## src/hw/flash_cmd_pkg.sv

```systemverilog
// shared constants, states and carriers of the flash command and status logic
package flash_cmd_pkg;

	// ==========================================================
	// widths
	localparam int ADDR_W = 16;
	localparam int MAIN_N = 8;
	localparam int BOOT_N = 4;
	localparam int SEC_N  = MAIN_N + BOOT_N;
	localparam int TMR_W  = 13;

	// ==========================================================
	// instruction decode
	localparam logic [11:0] ADDR_UNLK1 = 12'h555;
	localparam logic [11:0] ADDR_UNLK2 = 12'haaa;
	localparam logic [7:0]  CMD_UNLK1  = 8'haa;
	localparam logic [7:0]  CMD_UNLK2  = 8'h55;
	localparam logic [7:0]  CMD_IDENT  = 8'h90;
	localparam logic [7:0]  CMD_PROG   = 8'ha0;
	localparam logic [7:0]  CMD_ERASE  = 8'h80;
	localparam logic [7:0]  CMD_SECTOR = 8'h30;
	localparam logic [7:0]  CMD_BULK   = 8'h10;
	localparam logic [7:0]  CMD_SUSP   = 8'hb0;
	localparam logic [7:0]  CMD_RESET  = 8'hf0;
	localparam logic [7:0]  CMD_BYPASS = 8'h20;
	localparam logic [7:0]  CMD_BYPEXT = 8'h00;

	// identifier read selectors on address bits 1..0
	localparam logic [1:0] SEL_ID   = 2'h1;
	localparam logic [1:0] SEL_PROT = 2'h2;
	localparam logic [7:0] PROT_YES = 8'h01;
	localparam logic [7:0] PROT_NO  = 8'h00;

	// ==========================================================
	// status byte layout
	localparam int POLL_POS  = 7;
	localparam int TOGG_POS  = 6;
	localparam int ERR_POS   = 5;
	localparam int EWIN_POS  = 3;

	// ==========================================================
	// timing
	localparam int CLK_MHZ        = 40;
	localparam int EWIN_US        = 100;
	localparam int EWIN_PCT       = 20;
	localparam int EWIN_CYC       = EWIN_US * CLK_MHZ * (100 + EWIN_PCT) / 100;
	localparam int PROT_ERASE_US  = 100;
	localparam int PROT_ERASE_CYC = PROT_ERASE_US * CLK_MHZ;
	localparam int GAP_US         = 80;
	localparam int GAP_CYC        = GAP_US * CLK_MHZ;

	// ==========================================================
	// decoder states
	typedef enum logic [4:0] {
		S_READ       = 5'h00,
		S_UNLK1      = 5'h01,
		S_UNLK2      = 5'h02,
		S_IDREAD     = 5'h03,
		S_PROG       = 5'h04,
		S_ER1        = 5'h05,
		S_ER2        = 5'h06,
		S_ER3        = 5'h07,
		S_EWIN       = 5'h08,
		S_BUSY_PROG  = 5'h09,
		S_BUSY_ERASE = 5'h0a,
		S_SUSPEND    = 5'h0b,
		S_BYPASS     = 5'h0c,
		S_BYP_PROG   = 5'h0d,
		S_BYP_RST    = 5'h0e,
		S_PROT_ERASE = 5'h0f,
		S_ERROR      = 5'h10
	} state_t;

	// ==========================================================
	// carriers
	typedef struct packed {
		logic [ADDR_W-1:0] addr;
		logic [7:0]        wdata;
		logic [MAIN_N-1:0] main_sel;
		logic [BOOT_N-1:0] boot_sel;
		logic              wr_n;
		logic              rd_n;
	} bus_t;

	typedef struct packed {
		logic              start_prog;
		logic              start_erase;
		logic              suspend;
		logic              resume;
		logic              abort;
		logic [ADDR_W-1:0] addr;
		logic [7:0]        data;
		logic [SEC_N-1:0]  sectors;
	} op_t;

	localparam bus_t BUS_IDLE = '{addr: 16'h0000, wdata: 8'h00,
		main_sel: 8'h00, boot_sel: 4'h0, wr_n: 1'b1, rd_n: 1'b1};
	localparam op_t OP_IDLE = '{start_prog: 1'b0, start_erase: 1'b0,
		suspend: 1'b0, resume: 1'b0, abort: 1'b0, addr: 16'h0000,
		data: 8'h00, sectors: 12'h000};

endpackage

```

## src/hw/flash_timer.sv

```systemverilog
// down-counting one-shot timer with a single-cycle expiry pulse
`timescale 1ns/1ps
module flash_timer #(
	parameter int WIDTH = 13
) (
	input  wire logic             i_sys_clk,
	input  wire logic             i_nrst,
	input  wire logic             i_clk_en,
	input  wire logic             i_load,
	input  wire logic             i_clear,
	input  wire logic [WIDTH-1:0] i_count,
	output logic                  o_running,
	output logic                  o_expired
);
	logic [WIDTH-1:0] count;
	wire              last = o_running && (count == WIDTH'(1));

	always_ff @(posedge i_sys_clk or negedge i_nrst) begin
		if (!i_nrst) begin
			count     <= '0;
			o_running <= 1'b0;
			o_expired <= 1'b0;
		end else if (i_clk_en) begin
			o_expired <= last && !i_load && !i_clear;
			if (i_clear) begin
				count     <= '0;
				o_running <= 1'b0;
			end else if (i_load) begin
				count     <= i_count;
				o_running <= 1'b1;
			end else if (o_running) begin
				count     <= count - WIDTH'(1);
				o_running <= !last;
			end
		end
	end
endmodule

```

## src/hw/flash_command_status_logic.sv

```systemverilog
// instruction decoder and status reporting for the main and boot arrays
//
// Notes on behaviour
// - instruction addresses compare only bits 11..0.
// - after identifier read or error, only reset returns to array read.
// - protection read at bits 1..0 = 10 gives 01h protected, 00h not.
// - bypass program only after bypass entry; only bypass reset leaves.
// - suspend only while erasing, resume only while suspended.
// - decoder starts in array read mode after power-up.
// - reads outside instructions return array data.
// - identifier instruction: three writes then a read of fixed code.
// - status byte: poll 7, toggle 6, error 5, erase window 3.
// - poll bit reads inverted bit 7 of programmed byte while programming.
// - status valid after 4th write for program, 6th for erase.
// - poll bit reads 0 during erase, then true data.
// - program into a protected sector is ignored.
// - all-protected erase: no erase, status busy about 100 us.
// - toggle bit inverts on every selected read while busy.
// - error bit 0 while correct, 1 on failure.
// - error bit holds until the reset instruction.
// - window bit 0 for 120 us after each sector confirmation, then 1.
// - unlock is AAh at 555h then 55h at AAAh, then a command.
// - wrong byte or long gap returns decoding to array read.
// - bypass entered by unlock plus 20h, left by 90h then 00h.
`timescale 1ns/1ps
module flash_command_status_logic #(
	parameter int EWIN_CYCLES = flash_cmd_pkg::EWIN_CYC
) (
	input  wire logic                         i_sys_clk,
	input  wire logic                         i_nrst,
	input  wire logic                         i_clk_en,
	input  wire logic [flash_cmd_pkg::ADDR_W-1:0] i_addr,
	input  wire logic [7:0]                   i_wdata,
	input  wire logic                         i_wr_n,
	input  wire logic                         i_rd_n,
	input  wire logic [flash_cmd_pkg::MAIN_N-1:0] i_main_array_selects,
	input  wire logic [flash_cmd_pkg::BOOT_N-1:0] i_boot_array_selects,
	input  wire logic [flash_cmd_pkg::SEC_N-1:0]  i_sector_protect,
	input  wire logic [7:0]                   i_array_rdata,
	input  wire logic                         i_op_done,
	input  wire logic                         i_op_fail,
	output logic [7:0]                        o_rdata,
	output logic                              o_rd_valid,
	output logic [flash_cmd_pkg::ADDR_W-1:0]  o_array_addr,
	output flash_cmd_pkg::op_t                o_op,
	output logic                              o_ready
);
	// ==========================================================
	// pin synchronisers
	flash_cmd_pkg::bus_t bus_s1;
	flash_cmd_pkg::bus_t bus_s2;
	logic                wr_d;
	logic                rd_d;
	logic                rd_d2;

	always_ff @(posedge i_sys_clk or negedge i_nrst) begin
		if (!i_nrst) begin
			bus_s1 <= flash_cmd_pkg::BUS_IDLE;
			bus_s2 <= flash_cmd_pkg::BUS_IDLE;
			wr_d   <= 1'b1;
			rd_d   <= 1'b1;
			rd_d2  <= 1'b1;
		end else if (i_clk_en) begin
			bus_s1 <= '{addr: i_addr, wdata: i_wdata,
				main_sel: i_main_array_selects,
				boot_sel: i_boot_array_selects,
				wr_n: i_wr_n, rd_n: i_rd_n};
			bus_s2 <= bus_s1;
			wr_d   <= bus_s2.wr_n;
			rd_d   <= bus_s2.rd_n;
			rd_d2  <= rd_d;
		end
	end

	// ==========================================================
	// decode
	flash_cmd_pkg::state_t state;
	flash_cmd_pkg::state_t next_state;
	flash_cmd_pkg::state_t home;

	logic                            error_bit;
	logic                            bypass;
	logic                            suspended;
	logic                            toggle_bit;
	logic [7:0]                      prog_data;
	logic [flash_cmd_pkg::SEC_N-1:0] erase_set;

	wire [flash_cmd_pkg::SEC_N-1:0] sel =
		{bus_s2.boot_sel, bus_s2.main_sel};
	wire        sel_any  = |sel;
	wire [11:0] a12      = bus_s2.addr[11:0];
	wire [7:0]  cmd      = bus_s2.wdata;
	wire        wr_ev    = i_clk_en && bus_s2.wr_n && !wr_d && sel_any;
	// read taken a cycle late so the array address register has caught up
	wire        rd_ev    = i_clk_en && !rd_d && rd_d2 && sel_any;
	wire        is_unlk1 = a12 == flash_cmd_pkg::ADDR_UNLK1 &&
		cmd == flash_cmd_pkg::CMD_UNLK1;
	wire        is_unlk2 = a12 == flash_cmd_pkg::ADDR_UNLK2 &&
		cmd == flash_cmd_pkg::CMD_UNLK2;
	wire        at_555   = a12 == flash_cmd_pkg::ADDR_UNLK1;
	wire        prot_hit = |(sel & i_sector_protect);
	wire        in_erase = |(sel & erase_set);
	wire [flash_cmd_pkg::SEC_N-1:0] bulk_set = bus_s2.main_sel != '0 ?
		{{flash_cmd_pkg::BOOT_N{1'b0}}, {flash_cmd_pkg::MAIN_N{1'b1}}} :
		{{flash_cmd_pkg::BOOT_N{1'b1}}, {flash_cmd_pkg::MAIN_N{1'b0}}};
	wire [flash_cmd_pkg::SEC_N-1:0] live_set =
		erase_set & ~i_sector_protect;

	wire mid_seq = state == flash_cmd_pkg::S_UNLK1 ||
		state == flash_cmd_pkg::S_UNLK2 || state == flash_cmd_pkg::S_PROG ||
		state == flash_cmd_pkg::S_ER1 || state == flash_cmd_pkg::S_ER2 ||
		state == flash_cmd_pkg::S_ER3 || state == flash_cmd_pkg::S_BYP_PROG ||
		state == flash_cmd_pkg::S_BYP_RST;
	wire busy_st = state == flash_cmd_pkg::S_BUSY_PROG ||
		state == flash_cmd_pkg::S_BUSY_ERASE ||
		state == flash_cmd_pkg::S_EWIN ||
		state == flash_cmd_pkg::S_PROT_ERASE;
	wire erase_st = state == flash_cmd_pkg::S_BUSY_ERASE ||
		state == flash_cmd_pkg::S_EWIN ||
		state == flash_cmd_pkg::S_PROT_ERASE;

	// ==========================================================
	// timers: gap between instruction bytes, erase window, dummy erase
	logic win_load;
	logic win_exp;
	logic prot_load;
	logic prot_exp;
	logic gap_exp;

	flash_timer #(.WIDTH(flash_cmd_pkg::TMR_W)) u_gap_timer (
		.i_sys_clk (i_sys_clk),
		.i_nrst    (i_nrst),
		.i_clk_en  (i_clk_en),
		.i_load    (wr_ev),
		.i_clear   (1'b0),
		.i_count   (flash_cmd_pkg::TMR_W'(flash_cmd_pkg::GAP_CYC)),
		.o_running (),
		.o_expired (gap_exp)
	);

	flash_timer #(.WIDTH(flash_cmd_pkg::TMR_W)) u_window_timer (
		.i_sys_clk (i_sys_clk),
		.i_nrst    (i_nrst),
		.i_clk_en  (i_clk_en),
		.i_load    (win_load),
		.i_clear   (state != flash_cmd_pkg::S_EWIN && !win_load),
		.i_count   (flash_cmd_pkg::TMR_W'(EWIN_CYCLES)),
		.o_running (),
		.o_expired (win_exp)
	);

	flash_timer #(.WIDTH(flash_cmd_pkg::TMR_W)) u_dummy_timer (
		.i_sys_clk (i_sys_clk),
		.i_nrst    (i_nrst),
		.i_clk_en  (i_clk_en),
		.i_load    (prot_load),
		.i_clear   (1'b0),
		.i_count   (flash_cmd_pkg::TMR_W'(flash_cmd_pkg::PROT_ERASE_CYC)),
		.o_running (),
		.o_expired (prot_exp)
	);

	// ==========================================================
	// next state
	logic start_prog;
	logic start_erase;
	logic go_susp;
	logic go_resume;
	logic do_abort;
	logic sec_add;
	logic bulk_add;
	logic set_bypass;
	logic clr_bypass;
	logic set_err;
	logic clr_err;

	// suspend and bypass are where an aborted sequence falls back to
	assign home = suspended ? flash_cmd_pkg::S_SUSPEND :
		bypass ? flash_cmd_pkg::S_BYPASS : flash_cmd_pkg::S_READ;

	always_comb begin
		next_state  = state;
		start_prog  = 1'b0;
		start_erase = 1'b0;
		go_susp     = 1'b0;
		go_resume   = 1'b0;
		do_abort    = 1'b0;
		sec_add     = 1'b0;
		bulk_add    = 1'b0;
		set_bypass  = 1'b0;
		clr_bypass  = 1'b0;
		set_err     = 1'b0;
		clr_err     = 1'b0;
		win_load    = 1'b0;
		prot_load   = 1'b0;
		case (state)
		flash_cmd_pkg::S_READ: begin
			if (wr_ev && is_unlk1)
				next_state = flash_cmd_pkg::S_UNLK1;
		end
		flash_cmd_pkg::S_SUSPEND: begin
			if (wr_ev && is_unlk1)
				next_state = flash_cmd_pkg::S_UNLK1;
			else if (wr_ev && cmd == flash_cmd_pkg::CMD_SECTOR) begin
				go_resume  = 1'b1;
				next_state = flash_cmd_pkg::S_BUSY_ERASE;
			end
		end
		flash_cmd_pkg::S_UNLK1: begin
			if (wr_ev)
				next_state = is_unlk2 ? flash_cmd_pkg::S_UNLK2 : home;
		end
		flash_cmd_pkg::S_UNLK2: begin
			if (wr_ev) begin
				next_state = home;
				if (at_555 && cmd == flash_cmd_pkg::CMD_IDENT)
					next_state = flash_cmd_pkg::S_IDREAD;
				else if (at_555 && cmd == flash_cmd_pkg::CMD_PROG)
					next_state = flash_cmd_pkg::S_PROG;
				else if (at_555 && cmd == flash_cmd_pkg::CMD_ERASE &&
						!suspended)
					next_state = flash_cmd_pkg::S_ER1;
				else if (at_555 && cmd == flash_cmd_pkg::CMD_BYPASS &&
						!suspended) begin
					set_bypass = 1'b1;
					next_state = flash_cmd_pkg::S_BYPASS;
				end
			end
		end
		flash_cmd_pkg::S_IDREAD: begin
			if (wr_ev && cmd == flash_cmd_pkg::CMD_RESET)
				next_state = home;
		end
		flash_cmd_pkg::S_PROG, flash_cmd_pkg::S_BYP_PROG: begin
			if (wr_ev) begin
				next_state = home;
				// suspended erase sectors and protected ones stay untouched
				if (!prot_hit && !(suspended && in_erase)) begin
					start_prog = 1'b1;
					next_state = flash_cmd_pkg::S_BUSY_PROG;
				end
			end
		end
		flash_cmd_pkg::S_ER1: begin
			if (wr_ev)
				next_state = is_unlk1 ? flash_cmd_pkg::S_ER2 : home;
		end
		flash_cmd_pkg::S_ER2: begin
			if (wr_ev)
				next_state = is_unlk2 ? flash_cmd_pkg::S_ER3 : home;
		end
		flash_cmd_pkg::S_ER3: begin
			if (wr_ev) begin
				next_state = home;
				if (cmd == flash_cmd_pkg::CMD_SECTOR) begin
					sec_add    = 1'b1;
					win_load   = 1'b1;
					next_state = flash_cmd_pkg::S_EWIN;
				end else if (at_555 && cmd == flash_cmd_pkg::CMD_BULK) begin
					bulk_add = 1'b1;
					if ((bulk_set & ~i_sector_protect) == '0) begin
						prot_load  = 1'b1;
						next_state = flash_cmd_pkg::S_PROT_ERASE;
					end else begin
						start_erase = 1'b1;
						next_state  = flash_cmd_pkg::S_BUSY_ERASE;
					end
				end
			end
		end
		flash_cmd_pkg::S_EWIN: begin
			if (wr_ev && cmd == flash_cmd_pkg::CMD_SECTOR) begin
				sec_add  = 1'b1;
				win_load = 1'b1;
			end else if (wr_ev && cmd != flash_cmd_pkg::CMD_SUSP)
				next_state = home;
			else if (win_exp) begin
				if (live_set == '0) begin
					prot_load  = 1'b1;
					next_state = flash_cmd_pkg::S_PROT_ERASE;
				end else begin
					start_erase = 1'b1;
					next_state  = flash_cmd_pkg::S_BUSY_ERASE;
				end
			end
		end
		flash_cmd_pkg::S_BUSY_PROG, flash_cmd_pkg::S_BUSY_ERASE: begin
			if (i_op_done) begin
				if (i_op_fail) begin
					set_err    = 1'b1;
					next_state = flash_cmd_pkg::S_ERROR;
				end else
					next_state = home;
			end else if (wr_ev && state == flash_cmd_pkg::S_BUSY_ERASE) begin
				if (cmd == flash_cmd_pkg::CMD_SUSP) begin
					go_susp    = 1'b1;
					next_state = flash_cmd_pkg::S_SUSPEND;
				end else if (cmd == flash_cmd_pkg::CMD_RESET) begin
					do_abort   = 1'b1;
					next_state = flash_cmd_pkg::S_READ;
				end
			end
		end
		flash_cmd_pkg::S_BYPASS: begin
			if (wr_ev && cmd == flash_cmd_pkg::CMD_PROG)
				next_state = flash_cmd_pkg::S_BYP_PROG;
			else if (wr_ev && cmd == flash_cmd_pkg::CMD_IDENT)
				next_state = flash_cmd_pkg::S_BYP_RST;
		end
		flash_cmd_pkg::S_BYP_RST: begin
			if (wr_ev && cmd == flash_cmd_pkg::CMD_BYPEXT) begin
				clr_bypass = 1'b1;
				next_state = flash_cmd_pkg::S_READ;
			end else if (wr_ev)
				next_state = flash_cmd_pkg::S_BYPASS;
		end
		flash_cmd_pkg::S_PROT_ERASE: begin
			if (prot_exp)
				next_state = home;
		end
		flash_cmd_pkg::S_ERROR: begin
			if (wr_ev && cmd == flash_cmd_pkg::CMD_RESET) begin
				clr_err    = 1'b1;
				next_state = home;
			end
		end
		default: next_state = flash_cmd_pkg::S_READ;
		endcase
		// a stalled host loses the half-entered instruction
		if (gap_exp && mid_seq && !wr_ev)
			next_state = home;
	end

	// ==========================================================
	// read data
	// identifier value is arbitrary
	localparam logic [7:0] ID_CODE = 8'h5a;

	wire poll_bit = erase_st ? 1'b0 : ~prog_data[7];
	wire [7:0] status_byte = {poll_bit, toggle_bit, error_bit, 1'b0,
		state != flash_cmd_pkg::S_EWIN, 3'b000};
	wire [7:0] id_byte = bus_s2.addr[1:0] == flash_cmd_pkg::SEL_ID ?
		ID_CODE : bus_s2.addr[1:0] == flash_cmd_pkg::SEL_PROT ?
		(prot_hit ? flash_cmd_pkg::PROT_YES : flash_cmd_pkg::PROT_NO) :
		i_array_rdata;
	wire [7:0] next_rdata = (busy_st || state == flash_cmd_pkg::S_ERROR) ?
		status_byte : state == flash_cmd_pkg::S_IDREAD ? id_byte :
		i_array_rdata;

	// ==========================================================
	// registers
	always_ff @(posedge i_sys_clk or negedge i_nrst) begin
		if (!i_nrst) begin
			state       <= flash_cmd_pkg::S_READ;
			error_bit   <= 1'b0;
			bypass      <= 1'b0;
			suspended   <= 1'b0;
			toggle_bit  <= 1'b0;
			prog_data   <= 8'h00;
			erase_set   <= '0;
			o_rdata     <= 8'h00;
			o_rd_valid  <= 1'b0;
			o_op        <= flash_cmd_pkg::OP_IDLE;
			o_ready     <= 1'b1;
		end else if (i_clk_en) begin
			state      <= next_state;
			o_rd_valid <= rd_ev;
			o_ready    <= !busy_st;
			if (rd_ev)
				o_rdata <= next_rdata;
			if (rd_ev && busy_st)
				toggle_bit <= !toggle_bit;
			if (set_err)
				error_bit <= 1'b1;
			else if (clr_err)
				error_bit <= 1'b0;
			if (set_bypass)
				bypass <= 1'b1;
			else if (clr_bypass)
				bypass <= 1'b0;
			if (go_susp)
				suspended <= 1'b1;
			else if (go_resume || do_abort)
				suspended <= 1'b0;
			if (start_prog)
				prog_data <= cmd;
			if (bulk_add)
				erase_set <= bulk_set;
			else if (sec_add)
				erase_set <= (state == flash_cmd_pkg::S_ER3 ? '0 : erase_set)
					| sel;
			o_op.start_prog  <= start_prog;
			o_op.start_erase <= start_erase;
			o_op.suspend     <= go_susp;
			o_op.resume      <= go_resume;
			o_op.abort       <= do_abort;
			if (start_prog) begin
				o_op.addr    <= bus_s2.addr;
				o_op.data    <= cmd;
				o_op.sectors <= sel;
			end else if (start_erase)
				o_op.sectors <= bulk_add ? bulk_set : live_set;
		end
	end

	always_ff @(posedge i_sys_clk or negedge i_nrst) begin
		if (!i_nrst)
			o_array_addr <= '0;
		else if (i_clk_en)
			o_array_addr <= bus_s2.addr;
	end

	// ==========================================================
	// checks
	a_poll_in_erase: assert property (@(posedge i_sys_clk)
		disable iff (!i_nrst)
		rd_ev && state == flash_cmd_pkg::S_BUSY_ERASE |=> !o_rdata[7])
		else $error("poll bit not low during erase");

	a_poll_in_prog: assert property (@(posedge i_sys_clk)
		disable iff (!i_nrst)
		rd_ev && state == flash_cmd_pkg::S_BUSY_PROG
		|=> o_rdata[7] == ~prog_data[7])
		else $error("poll bit not inverted during program");

	a_id_value: assert property (@(posedge i_sys_clk)
		disable iff (!i_nrst)
		rd_ev && state == flash_cmd_pkg::S_IDREAD &&
		bus_s2.addr[1:0] == flash_cmd_pkg::SEL_ID |=> o_rdata == ID_CODE)
		else $error("identifier read wrong");

	a_prot_value: assert property (@(posedge i_sys_clk)
		disable iff (!i_nrst)
		rd_ev && state == flash_cmd_pkg::S_IDREAD && prot_hit &&
		bus_s2.addr[1:0] == flash_cmd_pkg::SEL_PROT
		|=> o_rdata == flash_cmd_pkg::PROT_YES)
		else $error("protection read wrong");

	a_error_holds: assert property (@(posedge i_sys_clk)
		disable iff (!i_nrst)
		error_bit && !(wr_ev && cmd == flash_cmd_pkg::CMD_RESET)
		|=> error_bit)
		else $error("error bit dropped without reset");

	a_toggle_flips: assert property (@(posedge i_sys_clk)
		disable iff (!i_nrst)
		rd_ev && busy_st |=> toggle_bit != $past(toggle_bit))
		else $error("toggle bit did not invert");

	a_prot_prog_ignored: assert property (@(posedge i_sys_clk)
		disable iff (!i_nrst)
		wr_ev && state == flash_cmd_pkg::S_PROG && prot_hit
		|=> !o_op.start_prog ##1 !o_op.start_prog)
		else $error("program into protected sector started");

	a_bypass_needed: assert property (@(posedge i_sys_clk)
		disable iff (!i_nrst)
		state == flash_cmd_pkg::S_BYP_PROG |-> bypass)
		else $error("bypass program without bypass entry");

	a_suspend_valid: assert property (@(posedge i_sys_clk)
		disable iff (!i_nrst)
		$rose(o_op.suspend) |-> $past(state) ==
		flash_cmd_pkg::S_BUSY_ERASE && state == flash_cmd_pkg::S_SUSPEND)
		else $error("suspend outside sector erase");

	a_window_bit: assert property (@(posedge i_sys_clk)
		disable iff (!i_nrst)
		rd_ev && state == flash_cmd_pkg::S_EWIN |=> !o_rdata[3])
		else $error("window bit high inside window");

endmodule

```

## config.mk

```make
export PLATFORM = sky130hd
export DESIGN_NAME = flash_command_status_logic
export DESIGN_NICKNAME = d
export VERILOG_FILES = /design/src/hw/flash_cmd_pkg.sv /design/src/hw/flash_timer.sv /design/src/hw/flash_command_status_logic.sv
export SDC_FILE = /design/constraint.sdc
export NUM_CORES = 1
export LEC_CHECK = 0
export BUFFER_PORTS_ARGS = -buffer_cell sky130_fd_sc_hd__buf_2
export CAP_MARGIN = 20
export CORE_ASPECT_RATIO = 1.2
export CORE_UTILIZATION = 43
export DETAILED_ROUTE_END_ITERATION = 10
export HOLD_SLACK_MARGIN = 0.12
export PLACE_DENSITY = 0.71
export SETUP_SLACK_MARGIN = 0.2
export SYNTH_ARGS = -nofsm -noshare
export SYNTH_HDL_FRONTEND = slang
export SYNTH_SLANG_ARGS = --single-unit
```

## constraint.sdc

```tcl
create_clock -name i_sys_clk -period 6.5 [get_ports i_sys_clk]
set_input_delay 0.325 -clock i_sys_clk [delete_from_list [all_inputs] [get_ports i_sys_clk]]
set_output_delay 0.325 -clock i_sys_clk [all_outputs]
set_load 0.02 [all_outputs]
```

==> impl_metrics.toml, run 1 <==
[run_status]
status = "finished, final reports clean"

[cts]
cts_tree = "yes"
worstSkewPairLatency_ns = 0.52
clk_path_buf_depth = 3
clk_pin_slew_ns = 0.06
htree_levels = 1
cts-root-buf = "clkbuf_16"
cts_buffers = 24
numClockSinks = 212

[pwr]
p_clk_frac = 0.322
p_leak_nw = 5.70
switching_share = 0.344
ir_drop_uv = 254
power_mw = 4.40
p_int_mw = 2.89
pwr-share-seq = 0.408
power_frac_comb = 0.270
switching_power_mw = 1.51
power_density_nw_per_um2 = 343

[logic_synthesis]
netlist_area_um2 = 10600
synth_nets = 1148
synth_edf_count = 0
synth_cell_type_count = 73
ys_top_cells_by_area = "dfrtp_1 (48%), mux2_2 (10%), nand2_1 (5.8%), nor2_1 (3.0%), nand3_1 (2.0%)"
ys.flop_type = "dfrtp_1"
synth_top_area_share = 0.481
synth_warnings = 0
synthArstFlopShare = 1.00
avgSynthCellArea_um2 = 9.84
synth_cells = 1079
synth-seq-area-share = 0.500
ys_seq_elements = 212
synth_top_area_cell = "dfrtp_1"

[finish]
nets = 1301
drive_above_1_share = 0.240
fillerInstances = 2146
fin_area_um2 = 12800
instances_no_fill = 1570
area_delta_synth_final_pct = 20.8
insertedDiodeCount = 0

[sta]
rsz0062_at_grt = "false"
relSlewSlack = 0.391
finalSetupViolations = 0
setup_tns_ns = 0
finalCritPeriodShare = 0.540
final_max_slew_viol_count = 0
max_freq_mhz = 285
hold_ws_ns = 0.148
tightest_slew_ns = 0.913
hold_viol = 0
finalClockSkew_ns = 0.00951
fin_crit_ns = 3.51

[die]
die_h_um = 174
core-area_um2 = 24100
dieWidth_um = 145
placementRows = 62
start_util = 0.440
io_pins = 130
fp.dieArea_um2 = 25300

[setup_path]
worst_setup_path_end_kind = "register"
cp.required_ns = 6.94
worstSetupStartpointType = "register"
ff2ff_path_depth = 9
cp.arrival_ns = 3.95
worstPathMaxFanout = 24
critical_path_class = "reg -> reg"

[placement]
dp_hpwl_um = 20400
dp.cells = 1482
dpl_cell_area_um2 = 11600
portBuffers = 129
place.gp.congestion = 0.961

[detailed_routing]
drt-vias-per-instance = 5.72
met2_length_um = 14100
drt_wl_total_um = 29600
postRouteAntennaNets = 0
post-route-drc-count = 0
drtIter0Drc = 580
vias = 8985
wl_met3_um = 1720
wl_per_cell_um = 18.9
top_layer = "met4"
wl_met1_um = 12400
first_pass_iters = 7

[job]
maxCapViolations = 0

[min_path]
min_path_cells = 4
min_path_type = "in -> reg"

[grt]
grt_max_degree = 89
grt_use_total = 0.236
grt_overflow = 0
grt_pass1_vias = 9054
grt_pass1_wl_um = 47900
antenna_found_initial = 0
what timing repair did:
action	in CTS	in global routing
setup buffers	0	0
gates resized for setup	0	0
hold buffers	43	0
endpoints found under the hold margin	128	0
setup endpoints to repair	0	0
logic make-up after synthesis:
group | synth area share
flops | 0.500
mux | 0.103
buf+inv | 0.0270
xor+xnor | 0.0247
compound gates | 0.117
fa+ha+maj | 0.00707
simple gates | 0.221
layout by cell type (no fill, tap or decap), drive strengths merged, types with 5 or more instances in the layout:
master / synthesis / final
and3: 7 / 7
xor2: 9 / 9
dfstp: 8 / 8
nand2: 165 / 165
nor2: 85 / 85
ha: 6 / 6
nor2b: 15 / 15
nand4b: 6 / 6
nor4: 24 / 24
buf: 4 / 141
or3: 12 / 12
o31ai: 9 / 9
nand3: 43 / 43
inv: 18 / 19
o21ai: 56 / 56
dfrtp: 204 / 204
or4: 16 / 16
nor4bb: 7 / 7
a2bb2oi: 5 / 5
clkbuf: 54 / 34
a22o: 8 / 8
nand4: 12 / 12
dlygate4sd3: 0 / 43
mux2: 97 / 97
a21oi: 37 / 37
a31oi: 21 / 21
a22oi: 8 / 8
and2: 8 / 8
nor3: 29 / 29
xnor2: 21 / 21
or2: 7 / 7
nand3b: 5 / 5
nand2b: 10 / 10
cells in the mapped netlist, types with 6 or more instances:
master    count
dfrtp_1     204
nand2_1     165
mux2_2       97
nor2_1       85
clkbuf_1     54
nand3_1      43
a21oi_1      36
o21ai_0      36
nor3_1       28
nor4_1       23
a31oi_1      21
xnor2_1      21
o21ai_1      20
inv_1        17
or4_1        16
nor2b_1      15
nand4_1      12
or3_1        12
nand2b_1     10
o31ai_1       9
xor2_1        9
a22o_1        8
a22oi_1       8
dfstp_2       8
and2_1        7
and3_1        7
nor4bb_1      7
ha_1          6
nand4b_1      6
layout make-up:
cell class,count,area [um2],share of cell area
inverters,18,67.6,0.00527
flip-flops and latches,212,5320,0.414
well taps,320,400,0.0312
multi-input cells,791,5020,0.392
clock inverters,11,158,0.0123
repair buffers,185,1180,0.0921
clock buffers,33,684,0.0533
power groups by stage:
stage / combinational, mW / sequential, mW / clock [mW]
after floorplan: 0.780 / 1.79 / 0
after global placement: 1.15 / 1.80 / 0
after detailed placement: 1.15 / 1.81 / 0
after CTS: 1.18 / 1.79 / 1.44
after global routing: 1.30 / 1.83 / 1.50
final: 1.19 / 1.80 / 1.42
sequential cells by signal, summed over array words and instances, names as in the netlist, 5 cells and up:
register	count
u_dummy_timer.count	13
o_rdata	8
state	5
u_window_timer.count	13
u_gap_timer.count	13
prog_data	8
bus_s2	18
o_array_addr	16
a12	12
cmd	8
bus_s1	38
erase_set	12
o_op	33
final timing paths:
check	from	to	slack [ns]
min in group asynchronous	i_nrst	u_window_timer.count[6]	0.46
worst min register to register	prog_data[0]	prog_data[0]	0.46
worst max-delay path	state[2]	o_op[5]	2.99
worst min-delay path	i_array_rdata[4]	o_rdata[4]	0.15
max in group asynchronous	i_nrst	cmd[0]	4.61
worst max register to register	state[2]	o_op[5]	2.99
per-layer routing:
layer  vias to the layer above  GRT usage
met3                        90     0.0412
li1                       4188          -
met4                         0      0.118
met1                      4405      0.298
met5                         -          0
met2                       302      0.390
metrics by stage:
step / utilization / setup WS [ns]
final: 0.532 / 2.99
after global placement: 0.479 / 2.89
after global routing: 0.532 / 2.82
after CTS: 0.532 / 3.03
after floorplan: - / 3.78
after detailed placement: 0.479 / 3.03
critical path, stage by stage (launching register included):
cell	delay, ns
dfrtp_1	0.78
nor3b_1	0.67
nand4_1	0.30
nor4_2	0.32
buf_4	0.25
and2_1	0.17
a31oi_1	0.05
buf_4	0.22
or4_1	0.50
a31oi_1	0.17
Power figures use the tool's default switching activity.
==> inputs of run 2 (changes only) <==
- clock period: 6.5 -> 3.5 ns (I/O delays scaled with it)
==> impl_metrics.toml, run 2 (synthesis results as in run 1) <==
[run_status]
status = "finished, final reports clean"

[finish]
largest_register_ffs = 38
reg.largest.list = "bus_s1 x38, o_op x33, bus_s2 x18"
nets = 1328
layout_commonest_cell = "dfrtp_1"
fin_util = 0.539
insertedDiodeCount = 0
mostFrequentLayoutCells = "dfrtp_1 (204), nand2_1 (165), buf_2 (127)"
top_register = "bus_s1"
drive_above_1_share = 0.248
area_delta_synth_final_pct = 22.5

[sta]
tightest_slew_ns = 0.875
finalClockSkew_ns = 0.0210
fin_ws_ns = 0.470
final_max_slew_viol_count = 0
fin_crit_ns = 3.03
hold_ws_ns = 0.146
finalSetupViolations = 0
rsz0062_at_grt = "false"
finalCritPeriodShare = 0.866
relSlewSlack = 0.414
setup_tns_ns = 0
hold_viol = 0
max_freq_mhz = 330

[die]
placementRows = 62
die_h_um = 174
dieWidth_um = 145
io_pins = 130
start_util = 0.440
fp.dieArea_um2 = 25300
core-area_um2 = 24100

[cts]
clk_pin_slew_ns = 0.07
worstSkewPairLatency_ns = 0.52
cts_buffers = 23
postCtsSetupBuffers = 0
cts-root-buf = "clkbuf_16"
cts_tree = "yes"
htree_levels = 1
numClockSinks = 212
clk_path_buf_depth = 3

[setup_path]
cpMostUsedCell = "a31oi_1"
cp.required_ns = 3.94
worstPathMaxFanout = 20
cp.arrival_ns = 3.47
slowest_delay_ns = 0.70
cpLargestDelayFamily = "simple AND/OR/NAND/NOR gates"
critical_path_class = "reg -> reg"
worstSetupStartpointType = "register"
critPathBufInv = 0
cpMaxStageDelayCell = "nor3b_1"
cp_cell_sequence = "nor3b_1 -> nand2_1 -> a21oi_1 -> a31oi_1 -> or4_1 -> a31oi_1"
worst_setup_path_end_kind = "register"

[pwr]
ir_drop_uv = 450
power_density_nw_per_um2 = 623
power_mw = 8.11
p_leak_nw = 5.81

[detailed_routing]
drt-vias-per-instance = 5.64
drtIter0Drc = 593
vias = 9001
post-route-drc-count = 0
postRouteAntennaNets = 0
wl_per_cell_um = 19.1
first_pass_iters = 7
drt_wl_total_um = 30400

[grt]
grtUsageMet3 = 0.0404
grtUsageMet2 = 0.406
grt_use_total = 0.241
grt_max_degree = 115
grt_pass1_wl_um = 49300
grt_overflow = 0
grt.met1_usage = 0.305
grt_pass1_vias = 9176
grt_busiest_layer = "met2"
antenna_found_initial = 0

[placement]
dp_slack_ns = 0.502
dp_hpwl_um = 21100
place.gp.congestion = 0.956
portBuffers = 129

[job]
maxCapViolations = 0

[min_path]
min_path_type = "in -> reg"
run 2: cell count changes in the layout (fill, tap and decap cells not counted), moves of 2 or more:
| cell | change |
|---|---|
| clkbuf_8 | -3 |
| inv_6 | +2 |
| dlygate4sd3_1 | +9 |
| clkinv_2 | +2 |
| buf_4 | +19 |
| clkinvlp_4 | -2 |
run 2: final cells by class:
class | count | area [um2]
Clock inverter | 12 | 154
Clock buffer | 30 | 622
Timing Repair Buffer | 213 | 1430
Multi-Input combinational cell | 791 | 5020
Tap cell | 320 | 400
Sequential cell | 212 | 5320
Inverter | 18 | 67.6
Fill cell | 2142 | 11100
run 2: metrics by stage:
stage                     instances  instance area [um2]
after floorplan                1079                10600
after global placement         1502                11700
after detailed placement       1502                11700
after CTS                      1596                13000
after global routing           1596                13000
final                          1596                13000
run 2: report_power, final:
part | total (mW) | leakage (nW) | switching (mW) | internal, mW
clock | 2.51 | 0.377 | 1.02 | 1.49
sequential | 3.34 | 2.65 | 0.464 | 2.88
combinational | 2.26 | 2.79 | 1.32 | 0.939
run 2: tightest hold or removal path, cell delays in order:
cell and delay (ns):
buf_2 0.11, nor2b_1 0.06, nor2_1 0.08, or4_1 0.11, a31oi_1 0.07
run 2: layer usage:
metal	up-vias	routed length, um
li1	4237	-
met2	278	14700
met3	85	1700
met1	4401	12700
met5	-	0
met4	0	1290
run 2: repair_timing:
action | in CTS | in global routing
resized for setup | 0 | 0
hold endpoints to repair | 140 | 0
hold buffers | 52 | 0
run 2: path summary, 6_finish.rpt:
check	endpoint	startpoint	slack (ns)	depth (start not counted)
setup / recovery	o_op[3]	state[4]	0.47	6
hold / removal	o_op[5]	i_sector_protect[5]	0.15	5
setup reg to reg	o_op[3]	state[4]	0.47	6
hold reg to reg	o_op[25]	o_op[25]	0.46	2
max in group asynchronous	rd_d	i_nrst	2.25	3
min in group asynchronous	u_dummy_timer.count[9]	i_nrst	0.26	2
